$ cat config.mk
export PLATFORM = sky130hd
export DESIGN_NAME = slam_top
export DESIGN_NICKNAME = d
export VERILOG_FILES = /design/src/slam_pkg.sv /design/src/slam_top.sv /design/src/slam_sync.sv
export SDC_FILE = /design/constraint.sdc
export NUM_CORES = 1
export LEC_CHECK = 0
export BUFFER_PORTS_ARGS = -buffer_cell sky130_fd_sc_hd__buf_2
export CAP_MARGIN = 40
export CELL_PAD_IN_SITES_DETAIL_PLACEMENT = 0
export CELL_PAD_IN_SITES_GLOBAL_PLACEMENT = 1
export CORE_MARGIN = 5
export CORE_UTILIZATION = 39
export CTS_CLUSTER_DIAMETER = 80
export DETAILED_ROUTE_END_ITERATION = 8
export PLACE_DENSITY = 0.76
export REMOVE_ABC_BUFFERS = 1
export SYNTH_ARGS = -nofsm -noshare
export SYNTH_HDL_FRONTEND = slang
export SYNTH_SLANG_ARGS = --single-unit
$ cat constraint.sdc
create_clock -name CLK -period 3.36 [get_ports CLK]
set_input_delay 0.336 -clock CLK [delete_from_list [all_inputs] [get_ports CLK]]
set_output_delay 0.336 -clock CLK [all_outputs]
set_load 0.02 [all_outputs]
$ cat src/slam_pkg.sv
package slam_pkg;

  // ***********************************************************
  // Register map
  // ***********************************************************
  localparam int unsigned ADDR_W      = 8;
  localparam logic [7:0]  OFF_CTRL    = 8'h00;
  localparam logic [7:0]  OFF_FLAGS   = 8'h04;
  localparam logic [7:0]  OFF_MASK    = 8'h08;
  localparam logic [7:0]  OFF_SUMMARY = 8'h0c;
  localparam logic [7:0]  OFF_LANES   = 8'h10;
  localparam logic [7:0]  OFF_STATUS  = 8'h14;

  // ***********************************************************
  // Control fields
  // ***********************************************************
  localparam int unsigned CTRL_EN_BIT       = 0;
  localparam int unsigned CTRL_REINIT_BIT   = 1;
  localparam int unsigned CTRL_PINSEL_BIT   = 2;
  localparam int unsigned CTRL_PDA_BIT      = 3;
  localparam int unsigned CTRL_PDB_BIT      = 4;
  localparam int unsigned CTRL_SUBCLASS_BIT = 5;
  localparam int unsigned CTRL_CODE64_BIT   = 6;
  localparam int unsigned CTRL_EMPH_LSB     = 8;
  localparam int unsigned EMPH_W            = 4;
  localparam logic [31:0] CTRL_WMASK        = 32'h0000_0f7f;
  localparam logic [31:0] CTRL_RESET        = 32'h0000_0000;

  // ***********************************************************
  // Alarm flags
  // ***********************************************************
  localparam int unsigned NUM_ALARMS = 6;
  localparam int unsigned NUM_LANES  = 8;
  localparam int unsigned ALM_FIFO   = 0;
  localparam int unsigned ALM_PLL    = 1;
  localparam int unsigned ALM_NODATA = 2;
  localparam int unsigned ALM_SYSREF = 3;
  localparam int unsigned ALM_NCO    = 4;
  localparam int unsigned ALM_CLK    = 5;
  localparam logic [5:0]  MASK_RESET = 6'h00;

  // ***********************************************************
  // Timing counts, in CLK cycles (ILAS_MF_LAST in multiframes)
  // ***********************************************************
  localparam int unsigned MF_W          = 5;
  localparam logic [4:0]  MF_LAST       = 5'h1f;
  localparam logic [2:0]  ILAS_MF_LAST  = 3'h3;
  localparam logic [4:0]  REINIT_CYCLES = 5'h10;

  // ***********************************************************
  // Synchronised input bundle
  // ***********************************************************
  localparam int unsigned SI_LANE_LSB = 0;
  localparam int unsigned SI_PLL      = 8;
  localparam int unsigned SI_SYSREF   = 9;
  localparam int unsigned SI_NCO      = 10;
  localparam int unsigned SI_CLKA     = 11;
  localparam int unsigned SI_CLKB     = 12;
  localparam int unsigned SI_SYNC     = 13;
  localparam int unsigned SI_PWRDN    = 14;
  localparam int unsigned SI_CAL      = 15;
  localparam int unsigned SYNC_W      = 16;

  localparam logic [1:0] RESP_OKAY   = 2'h0;
  localparam logic [1:0] RESP_SLVERR = 2'h2;

  typedef enum logic [3:0] {
    LS_OFF  = 4'b0001,
    LS_CGS  = 4'b0010,
    LS_ILAS = 4'b0100,
    LS_DATA = 4'b1000
  } slam_link_e;

endpackage

$ cat src/slam_top.sv
// The AXI4-Lite slave port and the address map were decided locally.
`timescale 1ns/1ps
module slam_top (
  input  wire logic        CLK,
  input  wire logic        SYS_RST,
  input  wire logic [7:0]  S_AXI_AWADDR,
  input  wire logic        S_AXI_AWVALID,
  output logic             S_AXI_AWREADY,
  input  wire logic [31:0] S_AXI_WDATA,
  input  wire logic [3:0]  S_AXI_WSTRB,
  input  wire logic        S_AXI_WVALID,
  output logic             S_AXI_WREADY,
  output logic [1:0]       S_AXI_BRESP,
  output logic             S_AXI_BVALID,
  input  wire logic        S_AXI_BREADY,
  input  wire logic [7:0]  S_AXI_ARADDR,
  input  wire logic        S_AXI_ARVALID,
  output logic             S_AXI_ARREADY,
  output logic [31:0]      S_AXI_RDATA,
  output logic [1:0]       S_AXI_RRESP,
  output logic             S_AXI_RVALID,
  input  wire logic        S_AXI_RREADY,
  input  wire logic [7:0]  LANE_FIFO_ERR,
  input  wire logic        SER_PLL_LOCK,
  input  wire logic        SYSREF,
  input  wire logic        NCO_UPSET,
  input  wire logic        CLK_PHASE_A,
  input  wire logic        CLK_PHASE_B,
  input  wire logic        SYNC_N,
  input  wire logic        POWER_DOWN_PIN,
  input  wire logic        CAL_BUSY,
  output logic             LINK_RESET,
  output logic             SER_POWER_DOWN,
  output logic             LINK_CLK_EN,
  output logic             SER_REINIT,
  output logic [3:0]       SER_EMPHASIS,
  output logic             CH_A_POWER_DOWN,
  output logic             CH_B_POWER_DOWN,
  output logic             LOCAL_MULTIFRAME_CLOCK,
  output logic             LOCAL_EXTENDED_MULTIBLOCK_CLOCK,
  output logic [3:0]       LINK_STATE,
  output logic             CAL_STATUS_PIN
);

  typedef struct packed {
    logic                aw_held;
    logic [7:0]          aw_addr;
    logic                w_held;
    logic [31:0]         w_data;
    logic [3:0]          w_strb;
    logic                bvalid;
    logic [1:0]          bresp;
    logic                rvalid;
    logic [31:0]         rdata;
    logic [1:0]          rresp;
    logic [31:0]         ctrl;
    logic [5:0]          flags;
    logic [5:0]          mask;
    logic [7:0]          lanes;
    logic                summary;
    logic                pin;
    slam_pkg::slam_link_e link;
    logic [4:0]          mf_cnt;
    logic                mf_pulse;
    logic [2:0]          ilas_cnt;
    logic [4:0]          reinit_cnt;
    logic                sysref_prev;
    logic                pwrdn_prev;
  } slam_top_state_s;

  slam_top_state_s s_q;
  slam_top_state_s s_d;
  logic [15:0]     si;
  logic [31:0]     wd;
  logic            wr_fire;
  logic [5:0]      clr_flags;
  logic [7:0]      clr_lanes;
  logic [5:0]      ev;
  logic [7:0]      lane_ev;
  logic            en;
  logic            sysref_rise;
  logic            clk_mis;
  logic            code64;
  logic            mf_wrap;
  logic [5:0]      keep_v;
  logic [5:0]      unm;

  function automatic logic [31:0] strb_mask(input logic [3:0] s);
    strb_mask = {{8{s[3]}}, {8{s[2]}}, {8{s[1]}}, {8{s[0]}}};
  endfunction

  // ***********************************************************
  // Pin synchronisers
  // ***********************************************************
  slam_sync #(
    .W (slam_pkg::SYNC_W)
  ) u_sync (
    .CLK     (CLK),
    .SYS_RST (SYS_RST),
    .D       ({CAL_BUSY, POWER_DOWN_PIN, SYNC_N, CLK_PHASE_B,
               CLK_PHASE_A, NCO_UPSET, SYSREF, SER_PLL_LOCK,
               LANE_FIFO_ERR}),
    .Q       (si)
  );

  // ***********************************************************
  // Event decode
  // ***********************************************************
  assign wr_fire   = s_q.aw_held && s_q.w_held && !s_q.bvalid;
  assign wd        = s_q.w_data & strb_mask(s_q.w_strb);
  assign clr_flags = (wr_fire && s_q.aw_addr == slam_pkg::OFF_FLAGS) ?
                     wd[5:0] : 6'h00;
  assign clr_lanes = (wr_fire && s_q.aw_addr == slam_pkg::OFF_LANES) ?
                     wd[7:0] : 8'h00;
  // Power-down pin and reinit also hold the link off
  assign en = s_q.ctrl[slam_pkg::CTRL_EN_BIT] && !si[slam_pkg::SI_PWRDN] &&
              s_q.reinit_cnt == 5'h00;
  assign code64      = s_q.ctrl[slam_pkg::CTRL_CODE64_BIT];
  assign sysref_rise = si[slam_pkg::SI_SYSREF] && !s_q.sysref_prev &&
                       s_q.ctrl[slam_pkg::CTRL_SUBCLASS_BIT];
  assign mf_wrap     = s_q.mf_cnt == slam_pkg::MF_LAST;
  // Only meaningful with both channels running
  assign clk_mis = !s_q.ctrl[slam_pkg::CTRL_PDA_BIT] &&
                   !s_q.ctrl[slam_pkg::CTRL_PDB_BIT] &&
                   (si[slam_pkg::SI_CLKA] != si[slam_pkg::SI_CLKB]);
  assign lane_ev = (s_q.link != slam_pkg::LS_OFF) ?
                   si[slam_pkg::SI_LANE_LSB +: 8] : 8'h00;

  always_comb begin
    ev                       = 6'h00;
    ev[slam_pkg::ALM_FIFO]   = |lane_ev;
    ev[slam_pkg::ALM_PLL]    = en && !si[slam_pkg::SI_PLL];
    ev[slam_pkg::ALM_NODATA] = s_q.ctrl[slam_pkg::CTRL_EN_BIT] &&
                               s_q.link != slam_pkg::LS_DATA;
    ev[slam_pkg::ALM_SYSREF] = sysref_rise &&
                               s_q.link != slam_pkg::LS_OFF &&
                               s_q.mf_cnt != 5'h00;
    ev[slam_pkg::ALM_NCO]    = si[slam_pkg::SI_NCO];
    // Leaving power-down disturbs the channel clocks
    ev[slam_pkg::ALM_CLK]    = clk_mis || (s_q.pwrdn_prev &&
                               !si[slam_pkg::SI_PWRDN]);
  end

  assign keep_v = s_q.flags & ~clr_flags;
  assign unm    = s_q.flags & ~s_q.mask;

  // ***********************************************************
  // Next state
  // ***********************************************************
  always_comb begin
    s_d             = s_q;
    s_d.sysref_prev = si[slam_pkg::SI_SYSREF];
    s_d.pwrdn_prev  = si[slam_pkg::SI_PWRDN];

    // Bus slave: address and data taken in either order
    if (S_AXI_AWVALID && !s_q.aw_held) begin
      s_d.aw_held = 1'b1;
      s_d.aw_addr = S_AXI_AWADDR;
    end
    if (S_AXI_WVALID && !s_q.w_held) begin
      s_d.w_held = 1'b1;
      s_d.w_data = S_AXI_WDATA;
      s_d.w_strb = S_AXI_WSTRB;
    end
    if (s_q.bvalid && S_AXI_BREADY) begin
      s_d.bvalid = 1'b0;
    end
    if (wr_fire) begin
      s_d.aw_held = 1'b0;
      s_d.w_held  = 1'b0;
      s_d.bvalid  = 1'b1;
      s_d.bresp   = slam_pkg::RESP_OKAY;
      if (s_q.aw_addr == slam_pkg::OFF_CTRL) begin
        s_d.ctrl = ((s_q.ctrl & ~strb_mask(s_q.w_strb)) | wd) &
                   slam_pkg::CTRL_WMASK;
      end else if (s_q.aw_addr == slam_pkg::OFF_MASK) begin
        if (s_q.w_strb[0]) begin
          s_d.mask = s_q.w_data[5:0];
        end
      end else if (s_q.aw_addr == slam_pkg::OFF_FLAGS ||
                   s_q.aw_addr == slam_pkg::OFF_LANES ||
                   s_q.aw_addr == slam_pkg::OFF_SUMMARY ||
                   s_q.aw_addr == slam_pkg::OFF_STATUS) begin
        s_d.bresp = slam_pkg::RESP_OKAY;
      end else begin
        s_d.bresp = slam_pkg::RESP_SLVERR;
      end
    end

    if (s_q.rvalid && S_AXI_RREADY) begin
      s_d.rvalid = 1'b0;
    end
    if (S_AXI_ARVALID && !s_q.rvalid) begin
      s_d.rvalid = 1'b1;
      s_d.rresp  = slam_pkg::RESP_OKAY;
      s_d.rdata  = 32'h0000_0000;
      if (S_AXI_ARADDR == slam_pkg::OFF_CTRL) begin
        s_d.rdata = s_q.ctrl;
      end else if (S_AXI_ARADDR == slam_pkg::OFF_FLAGS) begin
        s_d.rdata[5:0] = s_q.flags;
      end else if (S_AXI_ARADDR == slam_pkg::OFF_MASK) begin
        s_d.rdata[5:0] = s_q.mask;
      end else if (S_AXI_ARADDR == slam_pkg::OFF_SUMMARY) begin
        s_d.rdata[0] = s_q.summary;
      end else if (S_AXI_ARADDR == slam_pkg::OFF_LANES) begin
        s_d.rdata[7:0] = s_q.lanes;
      end else if (S_AXI_ARADDR == slam_pkg::OFF_STATUS) begin
        s_d.rdata[3:0]  = s_q.link;
        s_d.rdata[12:8] = s_q.mf_cnt;
      end else begin
        s_d.rresp = slam_pkg::RESP_SLVERR;
      end
    end

    // Set wins over a coincident clear
    s_d.flags   = keep_v | ev;
    s_d.lanes   = (s_q.lanes & ~clr_lanes) | lane_ev;
    s_d.summary = |unm;
    s_d.pin     = s_q.ctrl[slam_pkg::CTRL_PINSEL_BIT] ?
                  s_q.summary : si[slam_pkg::SI_CAL];

    // Reinit holds the link off for a fixed stretch
    if (s_q.reinit_cnt != 5'h00) begin
      s_d.reinit_cnt = s_q.reinit_cnt - 5'h01;
    end else if (ev[slam_pkg::ALM_FIFO] &&
                 s_q.ctrl[slam_pkg::CTRL_REINIT_BIT]) begin
      s_d.reinit_cnt = slam_pkg::REINIT_CYCLES;
    end

    // Multiframe clock: free running while enabled unless SYSREF realigns it
    s_d.mf_cnt   = s_q.mf_cnt + 5'h01;
    s_d.mf_pulse = mf_wrap;
    if (sysref_rise) begin
      s_d.mf_cnt   = 5'h00;
      s_d.mf_pulse = 1'b1;
    end

    case (s_q.link)
      slam_pkg::LS_OFF: begin
        s_d.link = slam_pkg::LS_CGS;
      end
      slam_pkg::LS_CGS: begin
        s_d.ilas_cnt = 3'h0;
        if (mf_wrap && (code64 || si[slam_pkg::SI_SYNC])) begin
          s_d.link = code64 ? slam_pkg::LS_DATA :
                              slam_pkg::LS_ILAS;
        end
      end
      slam_pkg::LS_ILAS: begin
        if (!si[slam_pkg::SI_SYNC]) begin
          s_d.link = slam_pkg::LS_CGS;
        end else if (mf_wrap) begin
          s_d.ilas_cnt = s_q.ilas_cnt + 3'h1;
          if (s_q.ilas_cnt == slam_pkg::ILAS_MF_LAST) begin
            s_d.link = slam_pkg::LS_DATA;
          end
        end
      end
      slam_pkg::LS_DATA: begin
        if (!code64 && !si[slam_pkg::SI_SYNC]) begin
          s_d.link = slam_pkg::LS_CGS;
        end
      end
      default: begin
        s_d.link = slam_pkg::LS_OFF;
      end
    endcase

    // Reinit drops the link at once, not a cycle after the counter
    if (s_d.reinit_cnt != 5'h00) begin
      s_d.link = slam_pkg::LS_OFF;
    end

    // Disabled link: reset, clocks stopped, counter parked
    if (!en) begin
      s_d.link     = slam_pkg::LS_OFF;
      s_d.mf_cnt   = 5'h00;
      s_d.mf_pulse = 1'b0;
    end
  end

  always_ff @(posedge CLK or posedge SYS_RST) begin
    if (SYS_RST) begin
      s_q      <= '0;
      s_q.ctrl <= slam_pkg::CTRL_RESET;
      s_q.mask <= slam_pkg::MASK_RESET;
      s_q.link <= slam_pkg::LS_OFF;
    end else begin
      s_q <= s_d;
    end
  end

  // ***********************************************************
  // Outputs
  // ***********************************************************
  assign S_AXI_AWREADY   = !s_q.aw_held;
  assign S_AXI_WREADY    = !s_q.w_held;
  assign S_AXI_BVALID    = s_q.bvalid;
  assign S_AXI_BRESP     = s_q.bresp;
  assign S_AXI_ARREADY   = !s_q.rvalid;
  assign S_AXI_RVALID    = s_q.rvalid;
  assign S_AXI_RDATA     = s_q.rdata;
  assign S_AXI_RRESP     = s_q.rresp;
  assign LINK_RESET      = s_q.link == slam_pkg::LS_OFF;
  assign SER_POWER_DOWN  = s_q.link == slam_pkg::LS_OFF;
  assign LINK_CLK_EN     = s_q.link != slam_pkg::LS_OFF;
  assign SER_REINIT      = s_q.reinit_cnt != 5'h00;
  assign SER_EMPHASIS    = s_q.ctrl[slam_pkg::CTRL_EMPH_LSB +:
                                    slam_pkg::EMPH_W];
  assign CH_A_POWER_DOWN = s_q.ctrl[slam_pkg::CTRL_PDA_BIT];
  assign CH_B_POWER_DOWN = s_q.ctrl[slam_pkg::CTRL_PDB_BIT];
  assign LOCAL_MULTIFRAME_CLOCK          = s_q.mf_pulse && !code64;
  assign LOCAL_EXTENDED_MULTIBLOCK_CLOCK = s_q.mf_pulse && code64;
  assign LINK_STATE      = s_q.link;
  assign CAL_STATUS_PIN  = s_q.pin;
endmodule

$ cat src/slam_sync.sv
`timescale 1ns/1ps
module slam_sync #(
  parameter int unsigned W = 1
) (
  input  wire logic         CLK,
  input  wire logic         SYS_RST,
  input  wire logic [W-1:0] D,
  output logic      [W-1:0] Q
);

  typedef struct packed {
    logic [W-1:0] s1;
    logic [W-1:0] s2;
  } slam_sync_s;

  slam_sync_s s_q;
  slam_sync_s s_d;

  // First stage feeds only the second stage
  always_comb begin
    s_d    = s_q;
    s_d.s1 = D;
    s_d.s2 = s_q.s1;
  end

  always_ff @(posedge CLK or posedge SYS_RST) begin
    if (SYS_RST) begin
      s_q <= '0;
    end else begin
      s_q <= s_d;
    end
  end

  assign Q = s_q.s2;

endmodule

=== After elaboration in Yosys (flattened, before gate mapping) ===
Cells that the tools add are included.
Widths: inputs -> output; s select.

* Logic and storage cells: 172
* Register bits after elaboration: 150
* Output and inout port bits: 58
* Bits of input ports: 75

* Bitwise operators: 13
* Multiplexer cells: 48
* Reduce and logical (&&, ||, !) cells: 58
* Equal/unequal tests: 25
* Add/subtract/negate cells: 3

{| class="wikitable"
|+ Operator list
! kind !! count
|-
| $mux 4 || 10
|-
| $mux 37 || 1
|-
| $mux 35 || 1
|-
| $eq 8x4->1 const B || 4
|-
| $eq 8x5->1 const B || 4
|-
| $logic_and 1x1->1 || 25
|-
| $and 12x12->12 || 2
|-
| $mux 6 || 4
|-
| $mux 5 || 4
|-
| $mux 2 || 9
|-
| $eq 8x3->1 const B || 2
|-
| $logic_not 8->1 || 2
|-
| $mux 8 || 2
|-
| $pmux 4 s4 || 1
|-
| $reduce_bool 5->1 || 3
|-
| $mux 7 || 2
|-
| $mux 13 || 1
|-
| $and 6x6->6 || 2
|-
| $mux 12 || 1
|-
| $ne 4x4->1 const B || 3
|-
| $not 12->12 || 1
|-
| $not 6->6 || 2
|-
| $or 12x12->12 || 1
|-
| $logic_not 1->1 || 11
|-
| other kinds (32) || 49
|}

=== Longest topological paths before layout ===
* Depth in word-level cells: 9
* Depth in mapped cells: 7
* Depth with buffers taken out: 6

=== Hierarchy ===
A second synthesis with hierarchy kept.

* Cell total of the unflattened synthesis: 482
* Area, all modules: 5620.4 um2

{| class="wikitable"
|+ Modules (own cells, without submodules)
! module !! area an instance (um2) !! sequential area each (um2) !! times used !! cells an instance
|-
| slam_top || 4815.9 || 2353.5 || 1 || 449
|-
| slam_sync || 804.5 || 800.8 || 1 || 33
|}

=== Worst setup path before layout ===
Ideal clock, no wire load.

* Kind: register -> register
* Start: register s_q (netlist bit LINK_STATE[0])
* End: register s_q[28] (netlist bit)
* Buffers on the path: 3
* Arrival: 2021 ps
* Setup slack: 1213 ps
* Clock period less this slack: 2147 ps
* Data required time: 3234 ps
* Stages on the path, launching flop included: 6
* Library setup time: 126 ps
* Path through: dfstp_2 -> buf_2 -> or4b_2 -> clkbuf_1 -> clkbuf_1 -> a221o_1

{| class="wikitable"
|+ RTL lines
! item !! line !! RTL
|-
| from (decl) || slam_top.sv:71 || <nowiki>slam_top_state_s s_q;</nowiki>
|}

=== Worst setup path in the final report ===
* Start: register s_q (netlist bit LINK_STATE[0])
* End: output port SER_POWER_DOWN

* Word-level cells in the longest chain between the ends: 1

{| class="wikitable"
|+ Ends and longest elaborated chain
! item !! line !! RTL
|-
| $eq 4x1->1 || slam_top.sv:305 || <nowiki>assign SER_POWER_DOWN = s_q.link == slam_pkg::LS_OFF;</nowiki>
|-
| to (decl) || slam_top.sv:33 || <nowiki>output logic SER_POWER_DOWN,</nowiki>
|}

No other way between the ends.

==> results.yml <==
route:
  routedWlPerCell_um: 17.0
  top_layer_used: "met4"
  wl_met3_um: 599
  ant_nets: 0
  wirelength_um: 12300
  vias: 3665
  drtIter0Drc: 235
  routed_via_density: 5.06
  wl_met1_um: 5580
  drc: 0
  dr_wl_met2_um: 5860
  dr.pass1.iters: 4
sta:
  tightestPinTransition_ns: 0.836
  skew_ns: 0.00574
  slew_violations: 0
  fin_hold_ws_ns: 0.0283
  hold_viol: 0
  setup_viol: 0
  rsz0062_at_grt: "false"
  max_slew_margin: 0.443
  layout_min_cycle_time_ns: 2.56
  max_clock_freq_ghz: 0.390
  finalCritPeriodShare: 0.763
power:
  power.switching_mw: 1.28
  comb_power_share: 0.168
  clkPwrFrac: 0.387
  p_leak_nw: 3.07
  finalPower_mw: 4.50
  max-vdd-ir-drop_mv: 0.320
  power.internal_mw: 3.22
  swShare: 0.284
  seqPwrFrac: 0.445
  powerDensity_mw_per_mm2: 677
finish:
  area_growth_pct: 15.6
  layout.nets: 608
  final_common_cell: "dfrtp_1"
  layout_common_cells: "dfrtp_1 (125), buf_2 (89), mux2_2 (36)"
  num_antenna_cells: 0
  layout-drive-gt1-share: 0.344
clock_network:
  cts_buffer_depth: 2
  htree_levels: 4
  cts_buffers: 17
  insertion_delay_ns: 0.41
  postCtsResizedCells: 0
  cts.sink_count: 126
  cts_root_buf: "clkbuf_16"
  path_clk_slew_ns: 0.06
  post-cts-setup-buffer-count: 0
  cts_tree: "yes"
setup_path:
  crit_arrival_ns: 2.23
  cp_max_fo: 14
  startpoint_type: "flip-flop"
  end_kind: "primary output"
  cp.required_ns: 3.02
  critPathKind: "flip-flop to primary output"
yosys:
  yosysTopAreaCell: "dfrtp_1"
  synth_area_per_cell_um2: 12.4
  synth.distinct_cells: 59
  synth_top_area_share: 0.544
  synth_edf_count: 0
  ys.flop_type: "dfrtp_1"
  async_flop_share: 1.00
  synth_warnings: 0
  synth_area_leaders: "dfrtp_1 (54%), mux2_2 (7.0%), buf_4 (5.9%)"
  syn_inst: 463
  netlist_area_mm2: 0.00575
  seq_area_frac_synth: 0.548
  ys_seq_elements: 126
global_route:
  grt_pass1_wl_um: 20300
  antenna_found_initial: 0
  first_global_vias: 3810
  grt_start_max_net_pins: 87
  grt_overflow: 0
  track_usage: 0.146
hold_path:
  hold_path.class: "input pin to flip-flop"
die:
  dieArea_mm2: 0.0173
  die_h_um: 131
  core-area_mm2: 0.0145
  initial_core_util: 0.397
  dieWidth_um: 131
  pin_count: 133
  fp-row-count: 44
placement:
  place_hpwl_um: 8890
  port_buffers: 89
  gp_congestion: 0.797
flow_run:
  drv_cap: 0
outcome:
  outcome: "finished clean"
final timing paths:
| check | startpoint | end | slack [ns] | cells past startpoint |
|---|---|---|---|---|
| setup reg to reg | s_q[2] | LINK_STATE[2] | 1.03 | 6 |
| hold reg to reg | u_sync.s_d[15] | u_sync.Q[15] | 0.35 | 0 |
| min in group asynchronous | SYS_RST | s_q[123] | 0.51 | 3 |
| setup / recovery | LINK_STATE[0] | SER_POWER_DOWN | 0.80 | 3 |
| hold / removal | CLK_PHASE_B | u_sync.s_d[12] | 0.03 | 1 |
| max in group asynchronous | SYS_RST | LINK_STATE[0] | 2.02 | 4 |
power by group through the flow:
| stage | clock [mW] | combinational [mW] | sequential, mW |
|---|---|---|---|
| finish | 1.74 | 0.755 | 2.00 |
| global route | 1.84 | 0.836 | 2.04 |
| CTS | 1.77 | 0.766 | 2.01 |
| detailed placement | 0 | 0.762 | 2.03 |
| global placement | 0 | 0.728 | 2.01 |
| floorplan | 0 | 0.530 | 1.99 |
logic make-up (layout without fill, tap and decap cells):
group / count (synthesis) / after routing / share of synthesized area
AO/OA/AOI/OAI: 72 / 72 / 0.0983
XOR/XNOR: 4 / 4 / 0.00609
adder cells (fa/ha/maj): 6 / 6 / 0.0131
buffers and inverters: 91 / 148 / 0.0968
flip-flops: 126 / 126 / 0.548
multiplexers: 48 / 48 / 0.100
other: 1 / 21 / 0.000652
AND/OR/NAND/NOR: 115 / 115 / 0.137
area by class of cell:
class	count	area (um^2)
clock inverters	10	87.6
clock buffers	22	484
repair buffers	92	483
multi-input cells	266	2120
inverters	24	92.6
fillers	1336	7830
well taps	184	230
flip-flops and latches	126	3150
worst max-delay path, stage by stage (launching register included):
cell	delay [ns]
dfstp_2	0.62
or4b_2	0.83
inv_1	0.17
buf_2	0.18
repair_timing:
item                       CTS  global route
hold buffers                 1             0
setup endpoints to repair    0             0
hold endpoints to repair    40             0
per-layer routing:
layer / global-route usage / vias to the layer above
met5: 0 / -
met4: 0.0617 / 0
met3: 0.0436 / 17
met2: 0.229 / 99
met1: 0.188 / 1819
li1: - / 1730
metrics by stage:
step | cells | setup WS (ns) | utilization | TNS [ns] | area, um^2
floorplan | 416 | -0.330 | - | -41.29 | 5360
global placement | 691 | 1.17 | 0.419 | 0 | 6070
detailed placement | 691 | 1.02 | 0.419 | 0 | 6070
CTS | 724 | 0.752 | 0.459 | 0 | 6650
global route | 724 | 0.693 | 0.459 | 0 | 6650
finish | 724 | 0.796 | 0.459 | 0 | 6650
sequential cells by signal, summed over array words and instances (netlist names), 4 cells and up, named ones only:
name / flops
s_q: 61
u_sync.Q: 16
u_sync.s_d: 16
S_AXI_RDATA: 13
LINK_STATE: 4
Yosys cell counts (3+ instances only):
master	n
a211oi_1	6
a21oi_1	4
a221o_1	17
a221oi_1	3
a32oi_1	3
and2_1	5
buf_4	45
buf_6	4
clkbuf_1	14
dfrtp_1	125
ha_1	6
inv_1	24
mux2_2	36
mux2_4	10
nand2_1	15
nand2b_1	9
nor2_1	14
nor2b_1	14
nor3_1	5
nor3b_1	9
nor4b_1	3
nor4bb_1	4
o211ai_1	3
o21ai_0	12
o22ai_1	5
o41ai_1	7
or3_1	3
or4_1	5
or4_4	5
or4b_2	6
or4bb_1	3
xnor2_1	3
Note: power is estimated with default switching activity, not from simulation.
